[src/rtl/wdog_pkg.sv]
// Constants, types and timing tables for the pin-selectable watchdog
package wdog_pkg;

  localparam int unsigned CLOCK_HZ = 25_000_000;
  localparam int unsigned CLOCK_PERIOD_NS = 40;

  typedef enum logic [1:0] {
    VARIANT_EQUAL = 2'h0,
    VARIANT_LONG_START = 2'h1,
    VARIANT_FAST = 2'h2
  } variant_t;

  localparam logic [2:0] SEL_DISABLE = 3'h3;
  localparam int CNT_W = 32;

  localparam longint unsigned US_PER_S = 1_000_000;

  function automatic logic [CNT_W-1:0] us_to_cycles(input longint unsigned t_us);
    longint unsigned c;
    c = (t_us * CLOCK_HZ + US_PER_S - 1) / US_PER_S;
    if (c < 1) begin
      c = 1;
    end
    return c[CNT_W-1:0];
  endfunction

  // Times in microseconds, indexed by select code
  localparam longint unsigned TMO_EQUAL_US [8] = '{
    1_000, 10_000, 30_000, 0, 100_000, 1_000_000, 10_000_000, 60_000_000};
  localparam longint unsigned TMO_LONG_US [8] = '{
    1_000, 3_000, 10_000, 0, 100_000, 300_000, 3_000_000, 60_000_000};
  localparam longint unsigned TMO_FAST_US [8] = '{
    3_000, 3_000_000, 1_000_000, 0, 30, 1_000_000, 10_000_000, 10_000_000};
  localparam longint unsigned START_FAST_US [8] = '{
    3_000, 3_000_000, 60_000_000, 0, 200, 0, 0, 60_000_000};
  localparam longint unsigned START_LONG_US = 60_000_000;

  localparam longint unsigned PULSE_OPEN_DRAIN_US = 100_000;
  localparam longint unsigned PULSE_PUSH_PULL_US = 1_000;
  localparam longint unsigned SETTLE_US = 300;

  localparam logic [2:0] SEL_FIRST_EDGE_A = 3'h5;
  localparam logic [2:0] SEL_FIRST_EDGE_B = 3'h6;

  typedef enum logic [1:0] {
    ST_SETTLE = 2'b00,
    ST_STARTUP = 2'b01,
    ST_WATCH = 2'b11,
    ST_FAULT = 2'b10
  } wd_state_t;

endpackage

[src/rtl/sync_if.sv]
// Synchronised strobe and select lines passed from the input stage
`timescale 1ns/100ps
`default_nettype none
interface sync_if;
  logic strobe_edge;
  logic [2:0] sel;
  logic sel_change;
  modport source (output strobe_edge, output sel, output sel_change);
  modport sink (input strobe_edge, input sel, input sel_change);
endinterface
`default_nettype wire

[src/rtl/input_sync.sv]
// Three-stage synchronisers with agreement-based change detection
`timescale 1ns/100ps
`default_nettype none
module input_sync
  import wdog_pkg::*;
(
  // Clock and reset
  input wire logic clock_i,
  input wire logic rst_b_i,
  // Raw pins
  input wire logic strobe_in_i,
  input wire logic [2:0] timing_sel_i,
  // Synchronised outputs
  sync_if.source out
);

  logic [3:0] s1;
  logic [3:0] s2;
  logic [3:0] s3;
  logic [3:0] stable;
  logic primed;
  logic [2:0] fill;

  // Stage one is read only by stage two; fill marks stages that hold pin data,
  // so the reset zeros never count as a strobe edge or a select change
  always_ff @(posedge clock_i or negedge rst_b_i) begin
    if (!rst_b_i) begin
      s1 <= 4'h0;
      s2 <= 4'h0;
      s3 <= 4'h0;
      fill <= 3'h0;
    end else begin
      s1 <= {timing_sel_i, strobe_in_i};
      s2 <= s1;
      s3 <= s2;
      fill <= {fill[1:0], 1'b1};
    end
  end

  // A change counts once stages two and three agree
  always_ff @(posedge clock_i or negedge rst_b_i) begin
    if (!rst_b_i) begin
      stable <= 4'h0;
      primed <= 1'b0;
      out.strobe_edge <= 1'b0;
      out.sel_change <= 1'b0;
    end else begin
      out.strobe_edge <= 1'b0;
      out.sel_change <= 1'b0;
      if (s2 == s3) begin
        primed <= fill[2];
        stable <= s3;
        if (primed) begin
          out.strobe_edge <= s3[0] != stable[0];
          out.sel_change <= s3[3:1] != stable[3:1];
        end
      end
    end
  end

  assign out.sel = stable[3:1];

endmodule
`default_nettype wire

[src/rtl/pin_selectable_watchdog.sv]
// Watchdog supervisor with pin-selected startup delay and timeout
// Operation
// - Constant strobe over timeout gives fault pulse
// - Strobe edge clears watchdog counter
// - Fault assertion clears watchdog counter
// - Fault pulse width per output variant
// - Fault stays high while strobe toggles
// - Startup delay at power-up and select change
// - No countdown or fault during startup
// - After startup, count timeout, watch strobe
// - Equal variant: startup equals timeout table
// - Long variant: sixty second startup, table
// - Fast variant startup delay table
// - Fast variant timeout table
// - First-edge setting ends startup on edge
// - Disable code turns watchdog off
// - Ignore strobe during fault, and during startup unless first-edge
// - Ignore strobe during select settle time
// - Timing restarts when fault pulse ends
// - Disabled watchdog holds fault output high
`timescale 1ns/100ps
`default_nettype none
module pin_selectable_watchdog
  import wdog_pkg::*;
#(
  parameter variant_t VARIANT = VARIANT_EQUAL,
  parameter bit PUSH_PULL = 1'b1,
  parameter logic [CNT_W-1:0] SETTLE_CYCLES = us_to_cycles(SETTLE_US),
  parameter logic [CNT_W-1:0] PULSE_CYCLES =
    us_to_cycles(PUSH_PULL ? PULSE_PUSH_PULL_US : PULSE_OPEN_DRAIN_US),
  parameter int unsigned TIME_DIV = 1
)(
  // Clock and reset
  input wire logic clock_i,
  input wire logic rst_b_i,
  // Host strobe and timing select pins
  input wire logic strobe_in_i,
  input wire logic timing_sel_0_i,
  input wire logic timing_sel_1_i,
  input wire logic timing_sel_2_i,
  // Fault output, active low, and its enable
  output logic fault_pulse_n_o,
  output logic fault_pulse_oe_o
);

  // ==========================================================
  // Reset release
  logic rst_m;
  logic rst_b;

  always_ff @(posedge clock_i or negedge rst_b_i) begin
    if (!rst_b_i) begin
      rst_m <= 1'b0;
      rst_b <= 1'b0;
    end else begin
      rst_m <= 1'b1;
      rst_b <= rst_m;
    end
  end

  // ==========================================================
  // Input synchronisation
  sync_if sync ();

  input_sync u_sync (
    .clock_i(clock_i),
    .rst_b_i(rst_b),
    .strobe_in_i(strobe_in_i),
    .timing_sel_i({timing_sel_2_i, timing_sel_1_i, timing_sel_0_i}),
    .out(sync.source)
  );

  // ==========================================================
  // Period tables
  function automatic logic [CNT_W-1:0] scaled(input longint unsigned t_us);
    logic [CNT_W-1:0] c;
    c = us_to_cycles(t_us) / CNT_W'(TIME_DIV);
    if (c == '0) begin
      c = CNT_W'(1);
    end
    return c;
  endfunction

  function automatic logic [CNT_W-1:0] timeout_of(input logic [2:0] sel);
    logic [CNT_W-1:0] c;
    c = '0;
    unique case (VARIANT)
      VARIANT_EQUAL: c = scaled(TMO_EQUAL_US[sel]);
      VARIANT_LONG_START: c = scaled(TMO_LONG_US[sel]);
      default: c = scaled(TMO_FAST_US[sel]);
    endcase
    return c;
  endfunction

  function automatic logic [CNT_W-1:0] startup_of(input logic [2:0] sel);
    logic [CNT_W-1:0] c;
    c = '0;
    unique case (VARIANT)
      VARIANT_EQUAL: c = scaled(TMO_EQUAL_US[sel]);
      VARIANT_LONG_START: c = scaled(START_LONG_US);
      default: c = scaled(START_FAST_US[sel]);
    endcase
    return c;
  endfunction

  // ==========================================================
  // Period lookup per select code, constant after elaboration
  localparam int SEL_W = $bits(SEL_DISABLE);
  localparam int SEL_CODES = $size(TMO_EQUAL_US);

  logic [CNT_W-1:0] timeout_table [SEL_CODES];
  logic [CNT_W-1:0] startup_table [SEL_CODES];

  for (genvar g = 0; g < SEL_CODES; g++) begin : g_period
    assign timeout_table[g] = timeout_of(SEL_W'(g));
    assign startup_table[g] = startup_of(SEL_W'(g));
  end

  // Registered to keep the table mux off the compare path; a select change
  // always passes the settle phase first, which hides the one-cycle lag
  logic [CNT_W-1:0] timeout_cycles;
  logic [CNT_W-1:0] startup_cycles;

  always_ff @(posedge clock_i or negedge rst_b) begin
    if (!rst_b) begin
      timeout_cycles <= '1;
      startup_cycles <= '1;
    end else begin
      timeout_cycles <= timeout_table[sync.sel];
      startup_cycles <= startup_table[sync.sel];
    end
  end

  // ==========================================================
  // Select decode
  logic first_edge_sel;
  logic disabled;

  assign first_edge_sel = (VARIANT == VARIANT_FAST) &&
    ((sync.sel == SEL_FIRST_EDGE_A) || (sync.sel == SEL_FIRST_EDGE_B));
  assign disabled = sync.sel == SEL_DISABLE;

  // ==========================================================
  // Supervisor state machine
  wd_state_t state;
  wd_state_t next_state;
  logic [CNT_W-1:0] count;
  logic [CNT_W-1:0] next_count;
  logic pending_change;
  logic next_pending_change;

  always_comb begin
    next_state = state;
    next_count = count + CNT_W'(1);
    next_pending_change = pending_change | sync.sel_change;
    unique case (state)
      ST_SETTLE: begin
        next_pending_change = 1'b0;
        if (sync.sel_change) begin
          next_count = '0;
        end else if (disabled) begin
          next_count = '0;
        end else if (count + CNT_W'(1) >= SETTLE_CYCLES) begin
          next_state = ST_STARTUP;
          next_count = '0;
        end
      end
      ST_STARTUP: begin
        // no fault, strobe ignored unless first-edge
        next_pending_change = 1'b0;
        if (sync.sel_change) begin
          next_state = ST_SETTLE;
          next_count = '0;
        end else if (first_edge_sel) begin
          next_count = '0;
          if (sync.strobe_edge) begin
            next_state = ST_WATCH;
          end
        end else if (count + CNT_W'(1) >= startup_cycles) begin
          next_state = ST_WATCH;
          next_count = '0;
        end
      end
      ST_WATCH: begin
        next_pending_change = 1'b0;
        if (sync.sel_change) begin
          next_state = ST_SETTLE;
          next_count = '0;
        end else if (sync.strobe_edge) begin
          next_count = '0;
        end else if (count + CNT_W'(1) >= timeout_cycles) begin
          next_state = ST_FAULT;
          next_count = '0;
        end
      end
      ST_FAULT: begin
        // strobe ignored, previous pulse finishes on a select change
        if (count + CNT_W'(1) >= PULSE_CYCLES) begin
          next_count = '0;
          next_pending_change = 1'b0;
          if (pending_change || sync.sel_change) begin
            next_state = ST_SETTLE;
          end else begin
            next_state = ST_WATCH;
          end
        end
      end
    endcase
  end

  // Power-up begins in the settle phase
  always_ff @(posedge clock_i or negedge rst_b) begin
    if (!rst_b) begin
      state <= ST_SETTLE;
    end else begin
      state <= next_state;
    end
  end

  // Shared period counter: settle, startup, timeout and pulse width
  always_ff @(posedge clock_i or negedge rst_b) begin
    if (!rst_b) begin
      count <= '0;
    end else begin
      count <= next_count;
    end
  end

  // Select change held over while a pulse runs
  always_ff @(posedge clock_i or negedge rst_b) begin
    if (!rst_b) begin
      pending_change <= 1'b0;
    end else begin
      pending_change <= next_pending_change;
    end
  end

  // ==========================================================
  // Output drive
  always_ff @(posedge clock_i or negedge rst_b) begin
    if (!rst_b) begin
      fault_pulse_n_o <= 1'b1;
      fault_pulse_oe_o <= PUSH_PULL;
    end else begin
      // never low outside the fault state
      fault_pulse_n_o <= next_state != ST_FAULT;
      fault_pulse_oe_o <= PUSH_PULL | (next_state == ST_FAULT);
    end
  end

endmodule
`default_nettype wire

[config.mk]
export PLATFORM = sky130hd
export DESIGN_NAME = pin_selectable_watchdog
export DESIGN_NICKNAME = d
export VERILOG_FILES = /design/src/rtl/wdog_pkg.sv /design/src/rtl/sync_if.sv /design/src/rtl/input_sync.sv /design/src/rtl/pin_selectable_watchdog.sv
export SDC_FILE = /design/constraint.sdc
export NUM_CORES = 1
export LEC_CHECK = 0
export BUFFER_PORTS_ARGS = -buffer_cell sky130_fd_sc_hd__buf_2
export CAP_MARGIN = 20
export CORE_ASPECT_RATIO = 2
export CORE_MARGIN = 2
export CORE_UTILIZATION = 40
export DETAILED_ROUTE_END_ITERATION = 7
export PLACE_DENSITY_LB_ADDON = 0.08
export SLEW_MARGIN = 25
export SYNTH_ARGS = -nofsm -noshare
export SYNTH_HDL_FRONTEND = slang
export SYNTH_SLANG_ARGS = --single-unit
[constraint.sdc]
create_clock -name clock_i -period 5.8 [get_ports clock_i]
set_input_delay 1.16 -clock clock_i [delete_from_list [all_inputs] [get_ports clock_i]]
set_output_delay 1.16 -clock clock_i [all_outputs]
set_load 0.05 [all_outputs]
==> flow_summary.yaml, run 1 <==
run:
  cap_violations: 0
die:
  fp.dieH_um: 164
  floorplan.die.width_um: 83.8
  pin_count: 8
  placeableCoreArea_um2: 12500
  dieArea_um2: 13700
  initial_cell_density_of_the_core_pct: 40.8
  placementRows: 58
global_routing:
  grt_util_all_layers_pct: 18.7
  first_global_vias: 3962
  grt_pass1_wl_um: 19700
  grt_remaining_overflow: 0
  antenna_violations_before_repair: 0
  grt_start_max_net_pins: 82
synth:
  synth_top_cell_area_share_pct: 29.0
  synth_cells: 530
  synthDominantAreaCellType: "dfrtp_1"
  syn_area_per_cell_um2: 9.60
  post_synth_num_cell_types: 66
  synth-main-ff-cell: "dfrtp_1"
  post_synth_main_area_contributors: "dfrtp_1, dfstp_2, ha_1, inv_1, xnor2_1"
  synth-edff-count: 0
  synth.cell_area_um2: 5090
  async_flop_share_pct: 100
  sequential_to_total_area_share_from_yosys_stat_pct: 41.4
  yosys_warnings: 0
  ys_seq_elements: 83
power:
  p_sw_share_pct: 35.2
  sw_pwr_uw: 658
  power_report.internal_total_uw: 1210
  combPwrFrac_pct: 26.7
  clock_network_fraction_of_design_power_pct: 30.3
  power.static_leakage_uw: 0.00254
  sequential_cell_fraction_of_total_power_pct: 43.1
  power.density_nw_per_um2: 340
  irDropWorstVdd_mv: 0.214
sta:
  rsz0062_at_grt: "no"
  maxSlewViolCount: 0
  setup_tns_ns: 0
  worst_slew_margin_rel_pct: 63.9
  final.period_utilization_pct: 80.9
  final_count_of_negative_setup_slack_endpoints: 0
  worst_slew_pin_slew_ns: 0.536
  setup_slack_ns: 1.11
  maxClockFrequency_ghz: 0.213
  hold_slack_ns: 0.313
  report.final.hold_viol_count: 0
  clock-skew-final_ns: 0.0104
  period_minus_slack_ns: 4.69
critical_path:
  critical_path.slowest_cell: "dfrtp_1"
  crit_path_capture_type: "flop"
  worst-endpoint-arrival_ns: 4.90
  number_of_buffers_and_inverters_on_the_critical_path: 2
  r2r_start: "count[0]"
  reg2reg_slack_ns: 1.11
  cp_cell_sequence: "ha_1 -> and4_1 -> nand3_2 -> nor3_1 -> and3_1 -> xnor2_1 -> inv_1 -> ha_1 -> and4_1 -> nand2_1 -> nor2_1 -> nand2_1 -> o2111ai_1 -> o22a_2 -> buf_4 -> nor2b_1"
  path_class: "reg2reg"
  reg2regPathDepth: 16
  reg2reg_to: "count[1]"
  worst_path_dominant_cell_family: "simple AND/OR/NAND/NOR gates"
  worst-path-max-fanout: 32
  crit_path_start_kind: "flop"
  critical-path-max-stage-delay_ns: 0.47
  worst_ep_required_time_ns: 6.01
cells_and_area:
  multi_input_comb_area_um2: 2620
  n_fill_cell: 1226
  layout_common_cells: "dfrtp_1, inv_1, ha_1, nand2_1, nor2_2"
  register_area_um2: 2110
  fin_nets: 572
  antennaDiodeCount: 0
  synth_to_layout_area_growth_pct: 8.14
  drive_gt1_share_pct: 18.2
  layout.cells.most_common: "dfrtp_1"
detailed_routing:
  drt_first_pass_iters: 4
  met1Wirelength_um: 4470
  drt-initial-drc-count: 217
  wl_per_cell_um: 17.4
  totalWireLength_um: 11900
  num_vias: 3752
  met2_length_um: 6590
  antenna_violating_nets_post_route: 0
  avgViaCountPerCell: 5.49
  top_layer: "met4"
  dr_wl_met3_um: 237
  drcViolationCount: 0
placement:
  place_ws_ns: 1.18
  gp_congestion: 0.881
  placement.io_buffers: 6
  post-dp-hpwl_um: 9120
clock_tree:
  cts_num_sinks: 83
  numCtsBuffers: 9
  ctsHoldBuffers: 0
  worst_setup_hold_path_clk_slew_ns: 0.07
  cts_root_buffer: "clkbuf_16"
  clkLatencyLatePin_ns: 0.34
  cts.path.max_buffers: 2
  cts_post_setup_buffers_inserted: 0
  tritoncts: "built"
  cts-resized-gates: 0
  cts.htree.levels: 3
outcome:
  run_status: "finished clean"
min_path:
  worst_hold_path_type: "reg2async"
[per-layer routing]
metal	up-vias	GRT usage, %
met1	1823	19.5
met4	0	11.9
met3	29	1.92
met5	-	0
met2	69	35.0
li1	1831	-
[power groups by stage]
stage          sequential (uW)  clock, uW  combinational [uW]
6_report                   805        566                 498
5_1_grt                    821        605                 566
4_1_cts                    813        587                 500
3_5_place_dp               824          0                 495
3_3_place_gp               820          0                 488
2_1_floorplan              791          0                 408
[sequential cells by signal (all words and copies together) (netlist names)]
signal                  cells
u_sync.out.strobe_edge      1
rst_m                       1
u_sync.s2                   4
u_sync.fill                 3
state                       2
rst_b                       1
startup_cycles             23
u_sync.s3                   4
u_sync.primed               1
pending_change              1
u_sync.s1                   4
u_sync.stable               4
count                      32
fault_pulse_n_o             1
u_sync.out.sel_change       1
[worst reg2reg max path: cells and delay by family (launching register included)]
family,cells,cell delay (ns)
AND/OR/NAND/NOR,9,1.99
adder cells (fa/ha/maj),2,0.70
AO/OA/AOI/OAI,2,0.68
buffers and inverters,2,0.55
flip-flops,1,0.47
XOR/XNOR,1,0.17
[cells by family (layout without fill, tap and decap cells)]
kind of cell | count (synthesis) | after routing | synth area share (%)
flops | 83 | 83 | 41.4
xor+xnor | 41 | 41 | 7.05
simple gates | 200 | 200 | 23.5
mux | 2 | 2 | 0.442
fa+ha+maj | 37 | 37 | 9.10
compound gates | 83 | 83 | 11.1
other cells | 2 | 4 | 0.148
buf+inv | 82 | 84 | 7.33
[cell type report]
class | count | share of cell area [%]
clock inverters | 6 | 1.00
inverters | 57 | 3.89
repair buffers | 11 | 1.45
multi-input cells | 367 | 47.6
flip-flops and latches | 83 | 38.3
well taps | 150 | 3.41
clock buffers | 10 | 4.34
[worst max path at each step]
| stage | from | end | cells past startpoint |
|---|---|---|---|
| 3_3_place_gp | count[0] | count[17] | 17 |
| 3_5_place_dp | count[0] | count[1] | 17 |
| 6_report | count[0] | count[1] | 16 |
| 5_1_grt | count[0] | count[17] | 16 |
| 4_1_cts | count[0] | count[17] | 17 |
| 2_1_floorplan | count[0] | count[22] | 19 |
[synthesized netlist by cell type (all sizes together), types with 8 or more instances]
master / count
nor2b: 9
xor2: 19
a21oi: 20
a31oi: 8
nor2: 51
ha: 37
and4: 11
nand3: 22
and3: 11
o21ai: 19
buf: 21
dfrtp: 59
nor4: 9
nor3: 12
inv: 57
a211oi: 8
dfstp: 24
nand4: 15
xnor2: 22
nand2: 34
[metrics by stage]
step / power [uW] / utilization [%] / std cells / area [um2]
floorplan: 1200 / - / 532 / 5100
global placement: 1310 / 41.6 / 667 / 5190
detailed placement: 1320 / 41.6 / 667 / 5190
CTS: 1900 / 43.9 / 683 / 5480
global route: 1990 / 44.1 / 684 / 5500
finish: 1870 / 44.1 / 684 / 5500
Power figures use the tool's default switching activity.
==> run 2: changes to the inputs <==
==> constraint.sdc (replaced) <==
create_clock -name clock_i -period 4.1 [get_ports clock_i]
set_input_delay 0.82 -clock clock_i [delete_from_list [all_inputs] [get_ports clock_i]]
set_output_delay 0.82 -clock clock_i [all_outputs]
set_load 0.05 [all_outputs]
==> flow_summary.yaml, run 2 (same netlist as run 1, synthesis figures left out) <==
global_routing:
  first_global_vias: 3983
  antenna_violations_before_repair: 0
  grt_start_max_net_pins: 82
  grt_util_all_layers_pct: 19.5
  grt_remaining_overflow: 0
  grt_pass1_wl_um: 20300
cells_and_area:
  drive_gt1_share_pct: 21.7
  fin_nets: 595
  largest_registers: "count: 32 flops, startup_cycles: 23 flops"
  antennaDiodeCount: 0
  n_fill_cell: 1241
  largest_register_ffs: 32
  largest_register: "count"
  synth_to_layout_area_growth_pct: 12.7
  layout_common_cells: "inv_1, dfrtp_1, ha_1, nand2_1, nor2_2"
die:
  pin_count: 8
  initial_cell_density_of_the_core_pct: 40.8
  placementRows: 58
  dieArea_um2: 13700
  placeableCoreArea_um2: 12500
  fp.dieH_um: 164
  floorplan.die.width_um: 83.8
power:
  sequential_cell_fraction_of_total_power_pct: 40.4
  clock_network_fraction_of_design_power_pct: 31.6
  power.density_nw_per_um2: 484
  sw_pwr_uw: 921
  power_report.internal_total_uw: 1860
  p_sw_share_pct: 33.2
  combPwrFrac_pct: 27.9
  irDropWorstVdd_mv: 0.348
  power.static_leakage_uw: 0.00267
critical_path:
  worst-path-max-fanout: 23
  crit_path_start_kind: "flop"
  path_class: "reg2reg"
  worst-endpoint-arrival_ns: 4.01
  reg2reg_slack_ns: 0.31
  critical-path-max-stage-delay_ns: 0.52
  worst_path_dominant_cell_family: "simple AND/OR/NAND/NOR gates"
  worst_ep_required_time_ns: 4.32
  critical_path.slowest_cell: "dfrtp_1"
  crit_path_frequent_cell: "nand4_1"
  number_of_buffers_and_inverters_on_the_critical_path: 4
  cp_cell_sequence: "nand4_1 -> nor4_2 -> buf_4 -> nand3_1 -> xor2_1 -> inv_1 -> ha_1 -> and4_1 -> nand4_1 -> nor2_1 -> nand4_1 -> a32oi_1 -> buf_4 -> a211o_1 -> o22a_2 -> buf_12 -> nor2b_1"
  crit_path_capture_type: "flop"
  r2r_start: "count[2]"
  reg2regPathDepth: 17
  reg2reg_to: "count[17]"
outcome:
  run_status: "finished clean"
sta:
  setup_tns_ns: 0
  period_minus_slack_ns: 3.79
  maxSlewViolCount: 0
  clock-skew-final_ns: 0.00645
  rsz0062_at_grt: "no"
  worst_slew_pin_slew_ns: 0.611
  report.final.hold_viol_count: 0
  hold_slack_ns: 0.253
  maxClockFrequency_ghz: 0.264
  worst_slew_margin_rel_pct: 58.9
  final.period_utilization_pct: 92.4
  final_count_of_negative_setup_slack_endpoints: 0
clock_tree:
  cts.htree.levels: 3
  cts_root_buffer: "clkbuf_16"
  clkLatencyLatePin_ns: 0.33
  worst_setup_hold_path_clk_slew_ns: 0.07
  tritoncts: "built"
  numCtsBuffers: 9
  cts_num_sinks: 83
  cts_post_setup_buffers_inserted: 0
  ctsHoldBuffers: 0
  cts.path.max_buffers: 2
detailed_routing:
  totalWireLength_um: 12600
  wl_per_cell_um: 17.8
  avgViaCountPerCell: 5.35
  drt_first_pass_iters: 4
  num_vias: 3780
  antenna_violating_nets_post_route: 0
  drt-initial-drc-count: 155
  drcViolationCount: 0
placement:
  gp_congestion: 0.872
  placement.io_buffers: 6
  post-dp-hpwl_um: 9860
min_path:
  worst_hold_path_type: "in2async"
run:
  cap_violations: 0
## run 2: changes by cell type in the layout (fill, tap and decap cells not counted), sizes merged
cell | before | now
buf | 11 | 34
bufinv | 0 | 2
inv | 62 | 60
clkinv | 1 | 0
clkinvlp | 0 | 1
## run 2: per-layer routing
layer  GRT usage (%)  part of all wire [%]  vias to the layer above
li1                -                     -                     1877
met1            19.4                    37                     1815
met2            37.6                    57                       57
met3            3.08                   1.6                       31
met4            10.7                   4.6                        0
met5               0                     0                        -
## run 2: layout make-up
cell class | count | area, um2 | share of cell area, %
inverter | 57 | 214 | 3.73
clock buffer | 10 | 229 | 3.99
timing repair buffer | 34 | 273 | 4.76
multi-input combinational | 367 | 2620 | 45.7
sequential | 83 | 2110 | 36.8
tap | 150 | 188 | 3.27
clock inverter | 6 | 96.3 | 1.68
## run 2: worst max-delay path by stage
stage               startpoint         to  slack [ns]  cells past startpoint
floorplan             count[0]  count[22]        0.58                     19
global placement      count[4]  count[17]        0.23                     17
detailed placement    count[4]  count[17]        0.21                     17
CTS                   count[4]  count[17]        0.19                     17
global route          count[6]  count[17]       0.008                     17
finish                count[2]  count[17]        0.31                     17
## run 2: power groups by stage
stage                     clock network [uW]  logic [uW]  registers, uW
after floorplan                            0         577           1120
after global placement                     0         755           1150
after detailed placement                   0         770           1150
after CTS                                896         774           1130
after global routing                     935         876           1140
final                                    878         775           1120
## run 2: metrics by stage
stage               area, um2  instances  total power, uW  util (%)  worst slack (ns)
floorplan                5100        532             1700         -             0.583
global placement         5380        690             1900      43.1             0.233
detailed placement       5380        690             1920      43.1             0.206
CTS                      5700        706             2800      45.7             0.185
global route             5740        707             2950      46.0           0.00799
finish                   5740        707             2780      46.0             0.312
## run 2: timing repair
action,in CTS,in global routing
resized for setup,0,2
endpoints found under the setup margin,0,32
hold endpoints to repair,0,0
